`src/core/dram_ctrl_pkg.sv`:
```
package dram_ctrl_pkg;
    localparam int ADDR_W = 10;
    localparam int DATA_W = 4;
    localparam int WORD_ADDR_W = 2 * ADDR_W;
    localparam int ROWS = 1024;
    // Clock period and pin timing, ns; power-up in us, refresh period in ms, init in refresh cycles
    localparam int CLK_PERIOD_NS = 10;
    localparam int POWERUP_US = 200;
    localparam int REFRESH_PERIOD_MS = 16;
    localparam int INIT_CYCLES = 8;
    localparam int T_ROW_SETUP_NS = 20;
    localparam int T_ACTIVE_NS = 60;
    localparam int T_PRECHARGE_NS = 40;
    localparam int T_COL_ACCESS_NS = 35;
    localparam int T_COL_HIGH_NS = 10;
    // Least times round up to whole cycles
    localparam int ROW_SETUP_CYC = (T_ROW_SETUP_NS + CLK_PERIOD_NS - 1) / CLK_PERIOD_NS;
    localparam int ACTIVE_CYC = (T_ACTIVE_NS + CLK_PERIOD_NS - 1) / CLK_PERIOD_NS;
    localparam int PRECHARGE_CYC = (T_PRECHARGE_NS + CLK_PERIOD_NS - 1) / CLK_PERIOD_NS;
    localparam int COL_ACCESS_CYC = (T_COL_ACCESS_NS + CLK_PERIOD_NS - 1) / CLK_PERIOD_NS;
    localparam int COL_HIGH_CYC = (T_COL_HIGH_NS + CLK_PERIOD_NS - 1) / CLK_PERIOD_NS;
    localparam int POWERUP_CYC = POWERUP_US * 1000 / CLK_PERIOD_NS;
    // Longest time rounds down; one refresh slot per row
    localparam int REFRESH_INTERVAL_CYC =
        REFRESH_PERIOD_MS * 1000000 / CLK_PERIOD_NS / ROWS;
    localparam int CNT_W = 16;
    localparam logic [DATA_W-1:0] MASK_ALL_WRITE = 4'hf;

    typedef enum logic [3:0] {
        ST_POWERUP = 4'h0,
        ST_IDLE = 4'h1,
        ST_ROW_SETUP = 4'h2,
        ST_ROW_OPEN = 4'h3,
        ST_COL_ACCESS = 4'h4,
        ST_COL_HIGH = 4'h5,
        ST_PRECHARGE = 4'h6,
        ST_CBR_SETUP = 4'h7,
        ST_CBR_ACTIVE = 4'h8,
        ST_RONLY_ACTIVE = 4'h9
    } dram_state_t;

    typedef enum logic [1:0] {
        OP_READ = 2'h0,
        OP_WRITE = 2'h1,
        OP_TEST_ENTRY = 2'h2,
        OP_TEST_EXIT = 2'h3
    } dram_op_t;
endpackage

```
`src/core/dram_ctrl.sv`:
```
`timescale 1ns/1ns
`default_nettype none
// Notes on behaviour
// - Page mode: consecutive same-row requests reuse the open row, any column, except a write whose mask differs from the latched one.
// - Write-select low at row fall latches a per-quadrant mask from data pins.
// - Controller holds address stable before each column strobe falls; the row address changes on the same edge as row fall.
// - Refresh all 1024 rows within sixteen milliseconds; code spaces refreshes 1563 cycles apart, about 16.005 ms.
// - Row-only refresh: row address given, column strobe kept high.
// - Hidden refresh keeps read data; this controller does not issue it.
// - Column-before-row refresh: column strobe falls first, held past row fall.
// - Wait 200 us after power-up then eight refresh cycles.
module dram_ctrl import dram_ctrl_pkg::*; #(
    parameter int POWERUP_CYCLES = POWERUP_CYC,
    parameter int REFRESH_CYCLES = REFRESH_INTERVAL_CYC
) (
    input wire logic core_clk, // System clock
    input wire logic rst, // Synchronous reset
    input wire logic req_valid, // Request present
    output logic req_ready, // Request taken this cycle
    input wire logic [1:0] req_op, // dram_op_t code
    input wire logic [WORD_ADDR_W-1:0] req_addr, // Word address
    input wire logic [DATA_W-1:0] req_wdata, // Write data
    input wire logic [DATA_W-1:0] req_mask, // Quadrant write enables, 1 writes
    output logic rsp_valid, // Read data valid pulse
    output logic [DATA_W-1:0] rsp_rdata, // Read data
    output logic init_done, // Initialisation complete
    output logic test_mode, // Device is in test mode
    output logic ras_n, // Row strobe
    output logic cas_n, // Column strobe
    output logic oe_n, // Output enable
    output logic mask_or_write_select_n, // Write-select / mask enable
    output logic [ADDR_W-1:0] muxed_addr_in, // Multiplexed address
    output logic [DATA_W-1:0] mask_data_io_o, // Data/mask out
    output logic mask_data_io_oe, // Data/mask drive enable
    input wire logic [DATA_W-1:0] mask_data_io_i // Data in
);
    initial begin
        if (POWERUP_CYCLES >= 2**CNT_W || REFRESH_CYCLES >= 2**CNT_W || REFRESH_CYCLES < 16)
            $error("dram_ctrl timing parameters out of range");
    end

    dram_state_t state_ff, nxt_state;
    logic ras_n_ff, nxt_ras_n, cas_n_ff, nxt_cas_n, oe_n_ff, nxt_oe_n;
    logic we_n_ff, nxt_we_n, dq_oe_ff, nxt_dq_oe;
    logic [ADDR_W-1:0] addr_ff, nxt_addr;
    logic [DATA_W-1:0] dq_ff, nxt_dq, rdata_ff, nxt_rdata;
    logic rvalid_ff, nxt_rvalid, test_ff, nxt_test, init_ff, nxt_init;
    logic [ADDR_W-1:0] row_ff, nxt_row, rrow_ff, nxt_rrow;
    logic row_valid_ff, nxt_row_valid, is_write_ff, nxt_is_write;
    logic [ADDR_W-1:0] col_ff, nxt_col;
    logic [DATA_W-1:0] wdata_ff, nxt_wdata;
    logic [3:0] init_cnt_ff, nxt_init_cnt;
    logic ref_pend_ff, nxt_ref_pend, pu_armed_ff;
    logic [DATA_W-1:0] rmask_ff, nxt_rmask;
    logic tmr_load, tmr_done, ref_done;
    logic [CNT_W-1:0] tmr_val;
    logic [ADDR_W-1:0] req_row, req_col;
    logic take;

    assign req_row = req_addr[WORD_ADDR_W-1:ADDR_W];
    assign req_col = req_addr[ADDR_W-1:0];

    cycle_timer #(.WIDTH(CNT_W)) u_step (
        .core_clk(core_clk),
        .rst(rst),
        .load(tmr_load),
        .load_val(tmr_val),
        .done(tmr_done)
    );

    // Refresh interval timer; reloads itself when it expires
    cycle_timer #(.WIDTH(CNT_W)) u_refresh (
        .core_clk(core_clk),
        .rst(rst),
        .load(ref_done),
        .load_val(CNT_W'(REFRESH_CYCLES)),
        .done(ref_done)
    );

    always_comb begin
        nxt_state = state_ff;
        nxt_ras_n = ras_n_ff;
        nxt_cas_n = cas_n_ff;
        nxt_oe_n = oe_n_ff;
        nxt_we_n = we_n_ff;
        nxt_dq_oe = dq_oe_ff;
        nxt_addr = addr_ff;
        nxt_dq = dq_ff;
        nxt_rdata = rdata_ff;
        nxt_rvalid = 1'b0;
        nxt_test = test_ff;
        nxt_init = init_ff;
        nxt_row = row_ff;
        nxt_rrow = rrow_ff;
        nxt_row_valid = row_valid_ff;
        nxt_is_write = is_write_ff;
        nxt_col = col_ff;
        nxt_wdata = wdata_ff;
        nxt_init_cnt = init_cnt_ff;
        nxt_ref_pend = ref_pend_ff | ref_done;
        nxt_rmask = rmask_ff;
        tmr_load = 1'b0;
        tmr_val = '0;
        take = 1'b0;
        unique case (state_ff)
            ST_POWERUP: begin
                if (!pu_armed_ff) begin
                    // First cycle after reset starts the power-up pause
                    tmr_load = 1'b1;
                    tmr_val = CNT_W'(POWERUP_CYCLES);
                end else if (tmr_done) begin
                    nxt_state = ST_PRECHARGE;
                    tmr_load = 1'b1;
                    tmr_val = CNT_W'(PRECHARGE_CYC);
                end
            end
            ST_IDLE, ST_ROW_OPEN: begin
                if (ref_pend_ff || !init_ff) begin
                    if (state_ff == ST_ROW_OPEN) begin
                        nxt_ras_n = 1'b1;
                        nxt_row_valid = 1'b0;
                        nxt_dq_oe = 1'b0;
                        nxt_state = ST_PRECHARGE;
                        tmr_load = 1'b1;
                        tmr_val = CNT_W'(PRECHARGE_CYC);
                    end else begin
                        // Column-before-row refresh; hidden refresh is never issued
                        nxt_cas_n = 1'b0;
                        nxt_we_n = 1'b1;
                        nxt_ref_pend = ref_done;
                        nxt_state = ST_CBR_SETUP;
                        tmr_load = 1'b1;
                        tmr_val = CNT_W'(ROW_SETUP_CYC);
                    end
                end else if (req_valid) begin
                    if (req_op == OP_TEST_ENTRY || req_op == OP_TEST_EXIT) begin
                        if (state_ff == ST_ROW_OPEN) begin
                            nxt_ras_n = 1'b1;
                            nxt_row_valid = 1'b0;
                            nxt_dq_oe = 1'b0;
                            nxt_state = ST_PRECHARGE;
                            tmr_load = 1'b1;
                            tmr_val = CNT_W'(PRECHARGE_CYC);
                        end else if (req_op == OP_TEST_ENTRY) begin
                            take = 1'b1;
                            nxt_cas_n = 1'b0;
                            nxt_we_n = 1'b0;
                            nxt_test = 1'b1;
                            nxt_state = ST_CBR_SETUP;
                            tmr_load = 1'b1;
                            tmr_val = CNT_W'(ROW_SETUP_CYC);
                        end else begin
                            take = 1'b1;
                            nxt_addr = rrow_ff;
                            nxt_ras_n = 1'b0;
                            nxt_rrow = rrow_ff + ADDR_W'(1);
                            nxt_test = 1'b0;
                            nxt_state = ST_RONLY_ACTIVE;
                            tmr_load = 1'b1;
                            tmr_val = CNT_W'(ACTIVE_CYC);
                        end
                    end else if (state_ff == ST_ROW_OPEN && row_valid_ff && req_row == row_ff
                                 && (req_op != OP_WRITE || req_mask == rmask_ff)) begin
                        take = 1'b1;
                        nxt_col = test_ff ? (req_col & ~ADDR_W'(1)) : req_col;
                        nxt_addr = nxt_col;
                        nxt_is_write = (req_op == OP_WRITE);
                        nxt_we_n = (req_op != OP_WRITE);
                        nxt_wdata = req_wdata;
                        nxt_dq = req_wdata;
                        nxt_dq_oe = (req_op == OP_WRITE);
                        nxt_state = ST_COL_ACCESS;
                        tmr_load = 1'b1;
                        tmr_val = CNT_W'(ROW_SETUP_CYC);
                    end else if (state_ff == ST_ROW_OPEN) begin
                        nxt_ras_n = 1'b1;
                        nxt_row_valid = 1'b0;
                        nxt_dq_oe = 1'b0;
                        nxt_state = ST_PRECHARGE;
                        tmr_load = 1'b1;
                        tmr_val = CNT_W'(PRECHARGE_CYC);
                    end else begin
                        // Open the row; mask sampled at row strobe fall
                        take = 1'b1;
                        nxt_row = req_row;
                        nxt_addr = req_row;
                        nxt_ras_n = 1'b0;
                        nxt_row_valid = 1'b1;
                        // Mask stays latched for the row; a different write mask reopens it
                        nxt_rmask = (req_op == OP_WRITE) ? req_mask : MASK_ALL_WRITE;
                        nxt_is_write = (req_op == OP_WRITE);
                        nxt_col = test_ff ? (req_col & ~ADDR_W'(1)) : req_col;
                        nxt_wdata = req_wdata;
                        // Masked write only when some quadrant is blocked
                        nxt_we_n = !((req_op == OP_WRITE) && (req_mask != MASK_ALL_WRITE));
                        nxt_dq = req_mask;
                        nxt_dq_oe = 1'b1;
                        nxt_state = ST_ROW_SETUP;
                        tmr_load = 1'b1;
                        tmr_val = CNT_W'(ROW_SETUP_CYC);
                    end
                end
            end
            ST_ROW_SETUP: begin
                // Mask held on pins for one cycle after row strobe fall, then column address
                nxt_addr = col_ff;
                nxt_we_n = !is_write_ff;
                nxt_dq = wdata_ff;
                nxt_dq_oe = is_write_ff;
                nxt_state = ST_COL_ACCESS;
                tmr_load = 1'b1;
                tmr_val = CNT_W'(ROW_SETUP_CYC);
            end
            ST_COL_ACCESS: begin
                if (cas_n_ff && tmr_done) begin
                    nxt_cas_n = 1'b0;
                    nxt_oe_n = is_write_ff;
                    tmr_load = 1'b1;
                    tmr_val = CNT_W'(COL_ACCESS_CYC);
                end else if (!cas_n_ff && tmr_done) begin
                    if (!is_write_ff) begin
                        nxt_rdata = mask_data_io_i;
                        nxt_rvalid = 1'b1;
                    end
                    nxt_cas_n = 1'b1;
                    nxt_oe_n = 1'b1;
                    nxt_we_n = 1'b1;
                    nxt_dq_oe = 1'b0;
                    nxt_state = ST_COL_HIGH;
                    tmr_load = 1'b1;
                    tmr_val = CNT_W'(COL_HIGH_CYC);
                end
            end
            ST_COL_HIGH: begin
                if (tmr_done) begin
                    nxt_state = ST_ROW_OPEN;
                end
            end
            ST_PRECHARGE: begin
                if (tmr_done) begin
                    nxt_state = ST_IDLE;
                end
            end
            ST_CBR_SETUP: begin
                if (tmr_done) begin
                    nxt_ras_n = 1'b0;
                    nxt_state = ST_CBR_ACTIVE;
                    tmr_load = 1'b1;
                    tmr_val = CNT_W'(ACTIVE_CYC);
                end
            end
            ST_CBR_ACTIVE, ST_RONLY_ACTIVE: begin
                if (tmr_done) begin
                    nxt_ras_n = 1'b1;
                    nxt_cas_n = 1'b1;
                    if (state_ff == ST_CBR_ACTIVE && !we_n_ff) begin
                        nxt_we_n = 1'b1;
                    end else begin
                        nxt_test = 1'b0;
                    end
                    if (!init_ff) begin
                        nxt_init_cnt = init_cnt_ff + 4'h1;
                        nxt_init = (init_cnt_ff == 4'(INIT_CYCLES - 1));
                    end
                    nxt_state = ST_PRECHARGE;
                    tmr_load = 1'b1;
                    tmr_val = CNT_W'(PRECHARGE_CYC);
                end
            end
            default: begin
                nxt_state = ST_IDLE;
            end
        endcase
    end

    always_ff @(posedge core_clk) begin
        if (rst) begin
            state_ff <= ST_POWERUP;
            ras_n_ff <= 1'b1;
            cas_n_ff <= 1'b1;
            oe_n_ff <= 1'b1;
            we_n_ff <= 1'b1;
            dq_oe_ff <= 1'b0;
            addr_ff <= '0;
            dq_ff <= '0;
            rdata_ff <= '0;
            rvalid_ff <= 1'b0;
            test_ff <= 1'b0;
            init_ff <= 1'b0;
            row_ff <= '0;
            rrow_ff <= '0;
            row_valid_ff <= 1'b0;
            is_write_ff <= 1'b0;
            col_ff <= '0;
            wdata_ff <= '0;
            init_cnt_ff <= '0;
            ref_pend_ff <= 1'b0;
            rmask_ff <= MASK_ALL_WRITE;
        end else begin
            state_ff <= nxt_state;
            ras_n_ff <= nxt_ras_n;
            cas_n_ff <= nxt_cas_n;
            oe_n_ff <= nxt_oe_n;
            we_n_ff <= nxt_we_n;
            dq_oe_ff <= nxt_dq_oe;
            addr_ff <= nxt_addr;
            dq_ff <= nxt_dq;
            rdata_ff <= nxt_rdata;
            rvalid_ff <= nxt_rvalid;
            test_ff <= nxt_test;
            init_ff <= nxt_init;
            row_ff <= nxt_row;
            rrow_ff <= nxt_rrow;
            row_valid_ff <= nxt_row_valid;
            is_write_ff <= nxt_is_write;
            col_ff <= nxt_col;
            wdata_ff <= nxt_wdata;
            init_cnt_ff <= nxt_init_cnt;
            ref_pend_ff <= nxt_ref_pend;
            rmask_ff <= nxt_rmask;
        end
    end

    // Power-up wait loads on the first cycle after reset via a one-shot
    always_ff @(posedge core_clk) begin
        if (rst) begin
            pu_armed_ff <= 1'b0;
        end else begin
            pu_armed_ff <= 1'b1;
        end
    end

    assign req_ready = take;
    assign rsp_valid = rvalid_ff;
    assign rsp_rdata = rdata_ff;
    assign init_done = init_ff;
    assign test_mode = test_ff;
    assign ras_n = ras_n_ff;
    assign cas_n = cas_n_ff;
    assign oe_n = oe_n_ff;
    assign mask_or_write_select_n = we_n_ff;
    assign muxed_addr_in = addr_ff;
    assign mask_data_io_o = dq_ff;
    assign mask_data_io_oe = dq_oe_ff;
endmodule
`default_nettype wire

```
`src/core/cycle_timer.sv`:
```
`timescale 1ns/1ns
`default_nettype none
// Loadable down-counter; done is high while the count is zero
module cycle_timer import dram_ctrl_pkg::*; #(
    parameter int WIDTH = CNT_W
) (
    input wire logic core_clk, // System clock
    input wire logic rst, // Synchronous reset
    input wire logic load, // Load a new count
    input wire logic [WIDTH-1:0] load_val, // Count to load
    output logic done // Count has reached zero
);
    logic [WIDTH-1:0] cnt_ff;
    logic [WIDTH-1:0] nxt_cnt;

    initial begin
        if (WIDTH < 2) $error("cycle_timer WIDTH too small");
    end

    always_comb begin
        nxt_cnt = cnt_ff;
        if (load) begin
            nxt_cnt = load_val;
        end else if (cnt_ff != '0) begin
            nxt_cnt = cnt_ff - WIDTH'(1);
        end
    end

    always_ff @(posedge core_clk) begin
        if (rst) begin
            cnt_ff <= '0;
        end else begin
            cnt_ff <= nxt_cnt;
        end
    end

    assign done = (cnt_ff == '0);
endmodule
`default_nettype wire

```
`config.mk`:
```
export PLATFORM = sky130hd
export DESIGN_NAME = dram_ctrl
export DESIGN_NICKNAME = d
export VERILOG_FILES = /design/src/core/dram_ctrl_pkg.sv /design/src/core/dram_ctrl.sv /design/src/core/cycle_timer.sv
export SDC_FILE = /design/constraint.sdc
export NUM_CORES = 1
export LEC_CHECK = 0
export ABC_AREA = 1
export CAP_MARGIN = 25
export CORE_MARGIN = 2
export CORE_UTILIZATION = 33
export CTS_BUF_LIST = sky130_fd_sc_hd__clkbuf_16
export DETAILED_ROUTE_END_ITERATION = 7
export DONT_BUFFER_PORTS = 1
export PLACE_DENSITY_LB_ADDON = 0.12
export SETUP_SLACK_MARGIN = 0.15
export SLEW_MARGIN = 0
export SYNTH_ARGS = -nofsm -noshare
export SYNTH_HDL_FRONTEND = slang
export SYNTH_HIERARCHICAL = 1
export SYNTH_SLANG_ARGS = --single-unit
```
`constraint.sdc`:
```
create_clock -name core_clk -period 3.8 [get_ports core_clk]
set_input_delay 0.19 -clock core_clk [delete_from_list [all_inputs] [get_ports core_clk]]
set_output_delay 0.19 -clock core_clk [all_outputs]
set_load 0.05 [all_outputs]
```
==> flow_metrics.env, run 1 <==
export IMPL_outcome="finished, final reports clean"
export IMPL_clock_sinks=108
export IMPL_flow_area_growth_from_synthesis_pct=11.6
export IMPL_synthFlopType="sky130_fd_sc_hd__dfxtp_1"
export IMPL_worstSetupStartpoint="u_step/cnt_ff[0]$_SDFFE_PP0P_"
export IMPL_grt_pass1_vias=5846
export IMPL_ys_top_cells_by_count="sky130_fd_sc_hd__nand2_1, sky130_fd_sc_hd__nor2_1, sky130_fd_sc_hd__inv_1, sky130_fd_sc_hd__dfxtp_1, sky130_fd_sc_hd__a21oi_1"
export IMPL_core_area_um2=19300
export IMPL_async_flop_share_pct=0
export IMPL_postRouteWirelength_um=17600
export IMPL_final_setup_skew_ns=0.0107
export IMPL_worst_ir_drop_vdd_mv=0.344
export IMPL_die_x_um=143
export IMPL_power_density_normalized_to_cell_area_nw_per_um2=746
export IMPL_timing_hold_violations_final=0
export IMPL_ios=64
export IMPL_cts_tree="done"
export IMPL_drt_wl_cell_um=13.5
export IMPL_area_of_the_die_um2=20600
export IMPL_criticalPathCategory="register to register"
export IMPL_synthCells=1013
export IMPL_regToRegStartpoint="u_step/cnt_ff[0]$_SDFFE_PP0P_"
export IMPL_postCtsSetupBuffers=0
export IMPL_drive_gt1_share_pct=7.21
export IMPL_synth_top_area_share_pct=33.7
export IMPL_min_delay_path_class="input port to register"
export IMPL_synthMostInstantiatedCell="sky130_fd_sc_hd__nand2_1"
export IMPL_worst_r2r_cell_count=15
export IMPL_critical_path_reg2reg_endpoint="u_step/cnt_ff[1]$_SDFFE_PP0P_"
export IMPL_static_leakage_power_nw=3.25
export IMPL_final_period_minus_worst_setup_slack_ns=2.75
export IMPL_cts_buffers_inserted=9
export IMPL_detailedPlace_worstSlack_ns=1.07
export IMPL_synth_cell_types=46
export IMPL_h_tree_depth=3
export IMPL_yosysWarningCount=6
export IMPL_synth_area_um2=6420
export IMPL_placed_cell_area_um2=6770
export IMPL_numPlacedInstances=1279
export IMPL_timing_setup_tns_ns=0
export IMPL_startpoint_types="register"
export IMPL_floorplan_initialDensity_pct=33.3
export IMPL_synth_area_top_cells="sky130_fd_sc_hd__dfxtp_1, sky130_fd_sc_hd__nand2_1, sky130_fd_sc_hd__nor2_1"
export IMPL_cts_root_buffer_cell="sky130_fd_sc_hd__clkbuf_16"
export IMPL_synth_seq_cells=108
export IMPL_timing_final_crit_share_pct=72.3
export IMPL_cap_viol_max_count=0
export IMPL_antenna_found_initial=1
export IMPL_synth_yosys_seq_area_share_pct=33.7
export IMPL_vias_per_cell=4.62
export IMPL_setup_reg_to_reg_worst_slack_ns=1.05
export IMPL_fin_ws_ns=1.05
export IMPL_place_congestion=0.852
export IMPL_finalNonFillerCells=1306
export IMPL_critPathMaxFanout=22
export IMPL_grt_util_all_layers_pct=18.1
export IMPL_post_route_drc_count=0
export IMPL_global_route_wire_length_before_repair_um=29500
export IMPL_critPathRequiredTime_ns=4.04
export IMPL_normalized_max_slew_margin_pct=53.1
export IMPL_synth_top_area_cell="sky130_fd_sc_hd__dfxtp_1"
export IMPL_rsz_0062_raised_after_global_routing="no"
export IMPL_final_util_pct=37.2
export IMPL_timing_worst_slew_pin_value_ns=0.703
export IMPL_worst_skew_pair_late_latency_ns=0.36
export IMPL_drt_initial_drc_count=261
export IMPL_finalNetCount=1076
export IMPL_worstSetupEndpointType="register"
export IMPL_cts_root_to_sink_buffers=2
export IMPL_largest_net_degree_at_the_start_of_global_routing=47
export IMPL_core_rowCount=51
export IMPL_avgSynthCellArea_um2=6.34
export IMPL_place_hpwl_um=13000
export IMPL_drtAntennaViolNets=0
export IMPL_vias=6037
export IMPL_worst_ep_arrival_time_ns=2.98
export IMPL_setup_viol=0
export IMPL_die_y_um=143
export IMPL_placement_io_buffers=0
export IMPL_peak_clock_frequency_supported_by_timing_mhz=364
export IMPL_critPathCapture="u_step/cnt_ff[1]$_SDFFE_PP0P_"
export IMPL_globalRoute_totalOverflow=0
export IMPL_drt_pre_antenna_iters=4
export IMPL_slew_limit_fails=0
export IMPL_worst_setup_hold_path_clk_slew_ns=0.07
export IMPL_fin_area_um2=7160
export IMPL_post_synth_edffs=0
-- kinds of logic after synthesis --
group | share of synthesized area, %
simple gates | 37.2
fa+ha+maj | 0.779
other cells | 0.117
buf+inv | 10.4
xor+xnor | 2.14
compound gates | 15.7
flops | 33.7
-- worst max-delay path, stage by stage, from the launching register on --
cell and delay, ns:
sky130_fd_sc_hd__dfxtp_1 0.38, sky130_fd_sc_hd__inv_1 0.09, sky130_fd_sc_hd__ha_1 0.25, sky130_fd_sc_hd__nand2_4 0.15
sky130_fd_sc_hd__nor2_8 0.06, sky130_fd_sc_hd__nand4_4 0.10, sky130_fd_sc_hd__inv_2 0.07, sky130_fd_sc_hd__inv_1 0.20
sky130_fd_sc_hd__nor2_1 0.12, sky130_fd_sc_hd__inv_1 0.08, sky130_fd_sc_hd__nand4_1 0.09, sky130_fd_sc_hd__buf_4 0.21
sky130_fd_sc_hd__inv_1 0.36, sky130_fd_sc_hd__nand3_2 0.29, sky130_fd_sc_hd__nand2_1 0.12, sky130_fd_sc_hd__a21oi_1 0.06
-- layer usage --
metal  routed length [um]  up-vias  global-route usage, %
met2                 8010      112                   29.5
met4                  470        0                   7.48
met3                  907       24                   4.13
met1                 8260     2655                   23.1
li1                     -     3246                      -
met5                    0        -                      0
-- stage by stage --
stage / hold WS [ns] / total power (W)
6_report: 0.0136 / 0.00535
5_1_grt: 0.0103 / 0.00589
4_1_cts: 0.00110 / 0.00542
3_5_place_dp: 0.268 / 0.00445
3_3_place_gp: 0.266 / 0.00445
2_1_floorplan: 0.259 / 0.00393
-- registers in the layout (all words and copies together) (netlist names), 10 cells and up --
name              count
rrow_ff              10
row_ff               10
muxed_addr_in        10
u_step/cnt_ff        16
col_ff               10
u_refresh/cnt_ff     16
-- layout make-up --
| class | instances | area, um2 |
|---|---|---|
| Clock inverter | 7 | 57.6 |
| Antenna cell | 1 | 2.50 |
| Multi-Input combinational cell | 759 | 3680 |
| Clock buffer | 9 | 225 |
| Sequential cell | 108 | 2160 |
| Fill cell | 2147 | 12100 |
| Tap cell | 265 | 332 |
| Timing Repair Buffer | 19 | 190 |
| Inverter | 138 | 518 |
-- timing repair --
action,CTS,global route
hold buffers,10,0
hold endpoints to repair,54,0
gates resized for setup,0,0
endpoints found under the setup margin,0,0
-- cell usage in the layout (no fill, tap or decap), drive strengths merged, types with 3 or more instances in the layout --
master and count:
buf 10, nand4 22, a211oi 3, xnor2 8, ha 4, o211ai 6
dlygate4sd3 9, o21ai 86, xor2 6, dfxtp 108, clkbuf 9, inv 141
nand2 273, nand3 52, a21oi 75, conb 24, nor2 163, clkinv 3
nor3 18
-- worst min-delay path by stage --
| stage | cells past startpoint | slack [ns] | startpoint | end |
|---|---|---|---|---|
| after global placement | 1 | 0.27 | rst | u_step/cnt_ff[0]$_SDFFE_PP0P_ |
| after floorplan | 1 | 0.26 | rst | u_refresh/cnt_ff[0]$_SDFFE_PP0P_ |
| final | 2 | 0.01 | req_mask[1] | rmask_ff[1]$_SDFFE_PP1P_ |
| after detailed placement | 1 | 0.27 | rst | u_step/cnt_ff[1]$_SDFFE_PP0P_ |
| after global routing | 2 | 0.01 | req_addr[8] | col_ff[8]$_SDFFE_PP0P_ |
| after CTS | 2 | 0.001 | req_mask[2] | rmask_ff[2]$_SDFFE_PP1P_ |
-- power breakdown --
part / total [W] / internal [W] / switching [W] / leakage (nW)
sequential: 0.00186 / 0.00136 / 0.000502 / 0.880
combinational: 0.00257 / 0.000891 / 0.00168 / 2.23
clock: 0.000916 / 0.000456 / 0.000460 / 0.140
Note: power is estimated with default switching activity, not from simulation.
==> inputs of run 2 (changes only) <==
Settings changed: ABC_AREA 1 to 0.
Clock period 3.8 ns to 2.3 ns, I/O delays scaled along.
==> flow_metrics.env, run 2 <==
export IMPL_cap_viol_max_count=0
export IMPL_power_density_normalized_to_cell_area_nw_per_um2=1010
export IMPL_fillerInstances=1796
export IMPL_place_hpwl_um=13100
export IMPL_largest_net_degree_at_the_start_of_global_routing=87
export IMPL_most_common_cell_after_layout_fill_and_taps_aside="sky130_fd_sc_hd__dfxtp_1"
export IMPL_report_power_total_w=0.00838
export IMPL_antenna_found_initial=0
export IMPL_finalHoldWorstSlack_ns=0.00573
export IMPL_timing_hold_violations_final=0
export IMPL_final_setup_skew_ns=0.0108
export IMPL_vias=5987
export IMPL_synth_area_top_cells="sky130_fd_sc_hd__dfxtp_1, sky130_fd_sc_hd__nor2_1, sky130_fd_sc_hd__xnor2_1"
export IMPL_finalNetCount=929
export IMPL_synth_cell_types=71
export IMPL_fin_ws_ns=-0.390
export IMPL_ys_top_cells_by_count="sky130_fd_sc_hd__dfxtp_1, sky130_fd_sc_hd__nor2_1, sky130_fd_sc_hd__nand2_1, sky130_fd_sc_hd__a21oi_1, sky130_fd_sc_hd__o21ai_0"
export IMPL_min_delay_path_class="input port to register"
export IMPL_numPlacedInstances=1036
export IMPL_worstHoldPathCells=2
export IMPL_synth_yosys_seq_area_share_pct=35.9
export IMPL_regToRegStartpoint="u_step/cnt_ff[10]$_SDFFE_PP0P_"
export IMPL_cts_tree="done"
export IMPL_failed_checks="setup timing"
export IMPL_postRouteWirelength_um=19800
export IMPL_final_util_pct=46.1
export IMPL_reg_largest_list="u_refresh/cnt_ff (16), u_step/cnt_ff (16)"
export IMPL_avgSynthCellArea_um2=8.11
export IMPL_async_flop_share_pct=0
export IMPL_clock_sinks=108
export IMPL_rsz_0062_raised_after_global_routing="yes"
export IMPL_timing_worst_slew_pin_value_ns=0.679
export IMPL_placement_io_buffers=0
export IMPL_global_route_wire_length_before_repair_um=30300
export IMPL_yosysWarningCount=6
export IMPL_layout_common_cells="sky130_fd_sc_hd__dfxtp_1, sky130_fd_sc_hd__nor2_1, sky130_fd_sc_hd__buf_4, sky130_fd_sc_hd__nand2_1, sky130_fd_sc_hd__a21oi_1"
export IMPL_finalNonFillerCells=1122
export IMPL_synth_seq_cells=108
export IMPL_multi_input_comb_area_um2=4070
export IMPL_normalized_max_slew_margin_pct=54.7
export IMPL_antennaDiodeCount=0
export IMPL_timing_final_crit_share_pct=117
export IMPL_critPathRequiredTime_ns=2.55
export IMPL_synth_top_area_share_pct=35.9
export IMPL_drt_wl_cell_um=17.7
export IMPL_critical_path_reg2reg_endpoint="mask_or_write_select_n$_SDFFE_PP1P_"
export IMPL_setup_reg_to_reg_worst_slack_ns=-0.39
export IMPL_ios=64
export IMPL_worst_skew_pair_late_latency_ns=0.37
export IMPL_static_leakage_power_nw=3.22
export IMPL_synth_area_um2=6010
export IMPL_worstSetupEndpointType="register"
export IMPL_post_synth_edffs=0
export IMPL_setup_viol=36
export IMPL_post_route_drc_count=0
export IMPL_worst_setup_hold_path_clk_slew_ns=0.08
export IMPL_place_congestion=0.870
export IMPL_core_area_um2=17900
export IMPL_synthFlopType="sky130_fd_sc_hd__dfxtp_1"
export IMPL_outcome="finished, violations left"
export IMPL_drtAntennaViolNets=0
export IMPL_core_rowCount=49
export IMPL_drt_pre_antenna_iters=5
export IMPL_vias_per_cell=5.34
export IMPL_criticalPathCategory="register to register"
export IMPL_worst_r2r_cell_count=10
export IMPL_holdPathEnd="mask_data_io_oe$_SDFFE_PP0P_"
export IMPL_worst_ir_drop_vdd_mv=0.591
export IMPL_cts_root_to_sink_buffers=2
export IMPL_synthMostInstantiatedCell="sky130_fd_sc_hd__dfxtp_1"
export IMPL_cts_root_buffer_cell="sky130_fd_sc_hd__clkbuf_16"
export IMPL_critPathMaxFanout=6
export IMPL_drt_initial_drc_count=366
export IMPL_peak_clock_frequency_supported_by_timing_mhz=372
export IMPL_floorplan_initialDensity_pct=33.6
export IMPL_die_x_um=139
export IMPL_startpoint_types="register"
export IMPL_drive_gt1_share_pct=26.5
export IMPL_flow_area_growth_from_synthesis_pct=37.3
export IMPL_area_sequential_um2=2180
export IMPL_die_y_um=139
export IMPL_grt_util_all_layers_pct=19.3
export IMPL_final_period_minus_worst_setup_slack_ns=2.69
export IMPL_synth_top_area_cell="sky130_fd_sc_hd__dfxtp_1"
export IMPL_slew_limit_fails=0
export IMPL_area_of_the_die_um2=19300
export IMPL_h_tree_depth=3
export IMPL_grt_pass1_vias=5656
export IMPL_timing_hold_worst_start="rst"
export IMPL_synthCells=742
export IMPL_worst_ep_arrival_time_ns=2.94
export IMPL_globalRoute_totalOverflow=0
export IMPL_cts_buffers_inserted=9
run 2: worst max path at each step:
| stage | start | endpoint | slack, ns | cells past startpoint |
|---|---|---|---|---|
| after global placement | u_step/cnt_ff[1]$_SDFFE_PP0P_ | state_ff[0]$_SDFFE_PP0P_ | -0.40 | 11 |
| after detailed placement | u_step/cnt_ff[0]$_SDFFE_PP0P_ | mask_or_write_select_n$_SDFFE_PP1P_ | -0.46 | 11 |
| after floorplan | u_step/cnt_ff[1]$_SDFFE_PP0P_ | u_step/cnt_ff[14]$_SDFFE_PP0P_ | -0.62 | 14 |
| final | u_step/cnt_ff[10]$_SDFFE_PP0P_ | mask_or_write_select_n$_SDFFE_PP1P_ | -0.39 | 10 |
| after global routing | u_step/cnt_ff[10]$_SDFFE_PP0P_ | u_step/cnt_ff[14]$_SDFFE_PP0P_ | -0.53 | 11 |
| after CTS | u_step/cnt_ff[10]$_SDFFE_PP0P_ | cas_n$_SDFFE_PP1P_ | -0.34 | 10 |
run 2: stage by stage:
stage	cell area (um2)	worst slack [ns]	TNS, ns
floorplan	6310	-0.619	-11.95
global placement	6970	-0.399	-10.98
detailed placement	6970	-0.462	-12.29
CTS	7610	-0.339	-8.30
global route	8260	-0.532	-14.20
finish	8260	-0.390	-10.24
run 2: cells by family (layout without fill, tap and decap cells):
group           Yosys count  count (layout)  synth area share, %
simple gates            302             302                 26.2
fa+ha+maj                 4               4                0.832
compound gates          194             194                 21.2
buf+inv                  59             179                 4.22
mux                      33              33                 5.64
other cells               2              33                0.125
flops                   108             108                 35.9
xor+xnor                 40              40                 5.82
run 2: where the power goes:
part	internal [W]	total [W]	switching (W)
registers	0.00214	0.00246	0.000325
logic	0.00213	0.00433	0.00221
clock network	0.000766	0.00158	0.000816
run 2: area by class of cell:
class	instances	area share (%)
clock buffer	9	2.73
clock inverter	7	0.818
inverter	15	0.682
multi-input combinational	606	49.3
sequential	108	26.4
tap	229	3.47
timing repair buffer	148	16.6
run 2: per-layer routing:
layer,up-vias,part of all wire [%],track usage [%]
met1,2879,44,24.2
li1,2947,-,-
met4,0,1.6,6.27
met2,139,49,32.4
met5,-,0,0
met3,22,5.7,4.94
run 2: repair_timing:
item / CTS / global route
gates resized for setup: 35 / 52
setup endpoints to repair: 57 / 83
pin swaps: 26 / 19
hold buffers: 8 / 30
setup buffers: 13 / 17
cloned: 2 / 0
hold endpoints to repair: 71 / 63
run 2: critical path: stages, from the launching register on:
cell	delay (ns)
sky130_fd_sc_hd__dfxtp_2	0.32
sky130_fd_sc_hd__or4_4	0.53
sky130_fd_sc_hd__or4_4	0.51
sky130_fd_sc_hd__nor2_4	0.17
sky130_fd_sc_hd__buf_6	0.16
sky130_fd_sc_hd__nand2b_4	0.06
sky130_fd_sc_hd__a22oi_2	0.18
sky130_fd_sc_hd__buf_4	0.18
sky130_fd_sc_hd__o211ai_1	0.09
sky130_fd_sc_hd__a211o_1	0.25
sky130_fd_sc_hd__mux2i_1	0.12
==> inputs of run 3 (changes only) <==
Settings changed: SKIP_LAST_GASP set to 1.
==> flow_metrics.env, run 3 (same netlist as run 2, synthesis figures left out) <==
export IMPL_outcome="finished, violations left"
export IMPL_failed_checks="setup timing"
export IMPL_peak_clock_frequency_supported_by_timing_mhz=370
export IMPL_drt_initial_drc_count=391
export IMPL_antennaDiodeCount=0
export IMPL_place_congestion=0.870
export IMPL_worst_setup_hold_path_clk_slew_ns=0.08
export IMPL_rsz_0062_raised_after_global_routing="yes"
export IMPL_die_y_um=139
export IMPL_clock_sinks=108
export IMPL_drt_pre_antenna_iters=5
export IMPL_timing_final_crit_share_pct=117
export IMPL_antenna_found_initial=0
export IMPL_cts_buffers_inserted=9
export IMPL_clockPowerShare_pct=18.9
export IMPL_layout_common_cells="sky130_fd_sc_hd__dfxtp_1, sky130_fd_sc_hd__nor2_1, sky130_fd_sc_hd__buf_4, sky130_fd_sc_hd__nand2_1, sky130_fd_sc_hd__a21oi_1"
export IMPL_final_period_minus_worst_setup_slack_ns=2.70
export IMPL_startpoint_types="register"
export IMPL_static_leakage_power_nw=3.20
export IMPL_worstSetupEndpointType="register"
export IMPL_worst_r2r_cell_count=10
export IMPL_ios=64
export IMPL_normalized_max_slew_margin_pct=54.3
export IMPL_area_sequential_um2=2180
export IMPL_grt_pass1_vias=5646
export IMPL_finalNonFillerCells=1121
export IMPL_placement_io_buffers=0
export IMPL_fin_ws_ns=-0.400
export IMPL_critPathRequiredTime_ns=2.55
export IMPL_worst_ir_drop_vdd_mv=0.589
export IMPL_final_setup_skew_ns=0.0110
export IMPL_worst_path_max_delay_cell="sky130_fd_sc_hd__or4_4"
export IMPL_finalHoldWorstSlack_ns=0.00735
export IMPL_core_area_um2=17900
export IMPL_core_rowCount=49
export IMPL_vias_per_cell=5.38
export IMPL_netSwitchingFraction_pct=40.0
export IMPL_detailedPlace_worstSlack_ns=-0.462
export IMPL_postRouteWirelength_um=19800
export IMPL_timing_hold_violations_final=0
export IMPL_die_x_um=139
export IMPL_timing_worst_slew_pin_value_ns=0.685
export IMPL_drtAntennaViolNets=0
export IMPL_critPathMaxFanout=6
export IMPL_numPlacedInstances=1036
export IMPL_drt_wl_cell_um=17.7
export IMPL_global_route_wire_length_before_repair_um=30300
export IMPL_most_common_cell_after_layout_fill_and_taps_aside="sky130_fd_sc_hd__dfxtp_1"
export IMPL_floorplan_initialDensity_pct=33.6
export IMPL_fillerInstances=1798
export IMPL_worstPathCellList="or4_4, or4_4, nor2_4, buf_6, nand2b_4, a22oi_2, buf_4, o211ai_1, a211o_1, mux2i_1"
export IMPL_worst_ep_arrival_time_ns=2.95
export IMPL_reg_largest_list="u_refresh/cnt_ff (16), u_step/cnt_ff (16)"
export IMPL_cts_tree="done"
export IMPL_flow_area_growth_from_synthesis_pct=36.6
export IMPL_place_hpwl_um=13100
export IMPL_grt_util_all_layers_pct=19.3
export IMPL_post_route_drc_count=0
export IMPL_h_tree_depth=3
export IMPL_globalRoute_totalOverflow=0
export IMPL_slew_limit_fails=0
export IMPL_power_density_normalized_to_cell_area_nw_per_um2=1020
export IMPL_critical_path_max_stage_delay_ns=0.53
export IMPL_largest_net_degree_at_the_start_of_global_routing=87
export IMPL_vias=6035
export IMPL_critPathMostFrequentCell="sky130_fd_sc_hd__or4_4"
export IMPL_p_seq_share_pct=29.4
export IMPL_combinationalPowerShare_pct=51.7
export IMPL_cts_root_to_sink_buffers=2
export IMPL_worstHoldPathCells=2
export IMPL_area_of_the_die_um2=19300
export IMPL_cts_root_buffer_cell="sky130_fd_sc_hd__clkbuf_16"
export IMPL_multi_input_comb_area_um2=4050
export IMPL_criticalPathCategory="register to register"
export IMPL_cap_viol_max_count=0
export IMPL_drive_gt1_share_pct=26.1
export IMPL_finalNetCount=928
export IMPL_setup_viol=35
export IMPL_power_switching_w=0.00335
export IMPL_final_util_pct=45.9
export IMPL_min_delay_path_class="input port to register"
export IMPL_worst_skew_pair_late_latency_ns=0.37
export IMPL_internal_power_w=0.00502
[run 3: cell type report]
type	count	share of cell area [%]
multi-input cells	606	49.2
flip-flops and latches	108	26.6
repair buffers	147	16.5
well taps	229	3.49
clock buffers	9	2.74
clock inverters	7	0.822
inverters	15	0.685
[run 3: through the flow]
| step | cell area [um2] | power (W) | setup TNS (ns) |
|---|---|---|---|
| 2_1_floorplan | 6310 | 0.00504 | -11.95 |
| 3_3_place_gp | 6970 | 0.00599 | -10.98 |
| 3_5_place_dp | 6970 | 0.00606 | -12.29 |
| 4_1_cts | 7590 | 0.00805 | -8.31 |
| 5_1_grt | 8220 | 0.00889 | -14.13 |
| 6_report | 8220 | 0.00837 | -10.09 |
[run 3: final timing paths]
path	startpoint	end	slack [ns]
max reg2reg	u_step/cnt_ff[10]$_SDFFE_PP0P_	mask_or_write_select_n$_SDFFE_PP1P_	-0.40
min reg2reg	row_ff[5]$_SDFFE_PP0P_	row_ff[5]$_SDFFE_PP0P_	0.47
max	u_step/cnt_ff[10]$_SDFFE_PP0P_	mask_or_write_select_n$_SDFFE_PP1P_	-0.40
min	rst	mask_data_io_oe$_SDFFE_PP0P_	0.007
[run 3: metal layers]
metal	wire length, um	track usage (%)
met5	0	0
met2	9640	32.4
met4	265	6.27
met1	8850	24.3
met3	1050	4.94
[run 3: timing repair]
action                                  CTS  global route
pin swaps                                26            17
setup buffers                            13            16
gates cloned                              2             0
hold endpoints to repair                 71            63
endpoints found under the setup margin   57            83
resized for setup                        31            49
hold buffers                              8            30
[run 3: worst max-delay path: cells and delay by family, from the launching register on]
kind                   cells  cell delay [ns]
AO/OA/AOI/OAI              3             0.54
buffers and inverters      2             0.34
flip-flops                 1             0.32
multiplexers               1             0.12
AND/OR/NAND/NOR            4             1.27
[run 3: power by group through the flow]
stage | sequential (W) | combinational, W | clock (W)
2_1_floorplan | 0.00252 | 0.00252 | 0
3_3_place_gp | 0.00249 | 0.00350 | 0
3_5_place_dp | 0.00250 | 0.00357 | 0
4_1_cts | 0.00245 | 0.00397 | 0.00163
5_1_grt | 0.00249 | 0.00472 | 0.00169
6_report | 0.00246 | 0.00433 | 0.00159
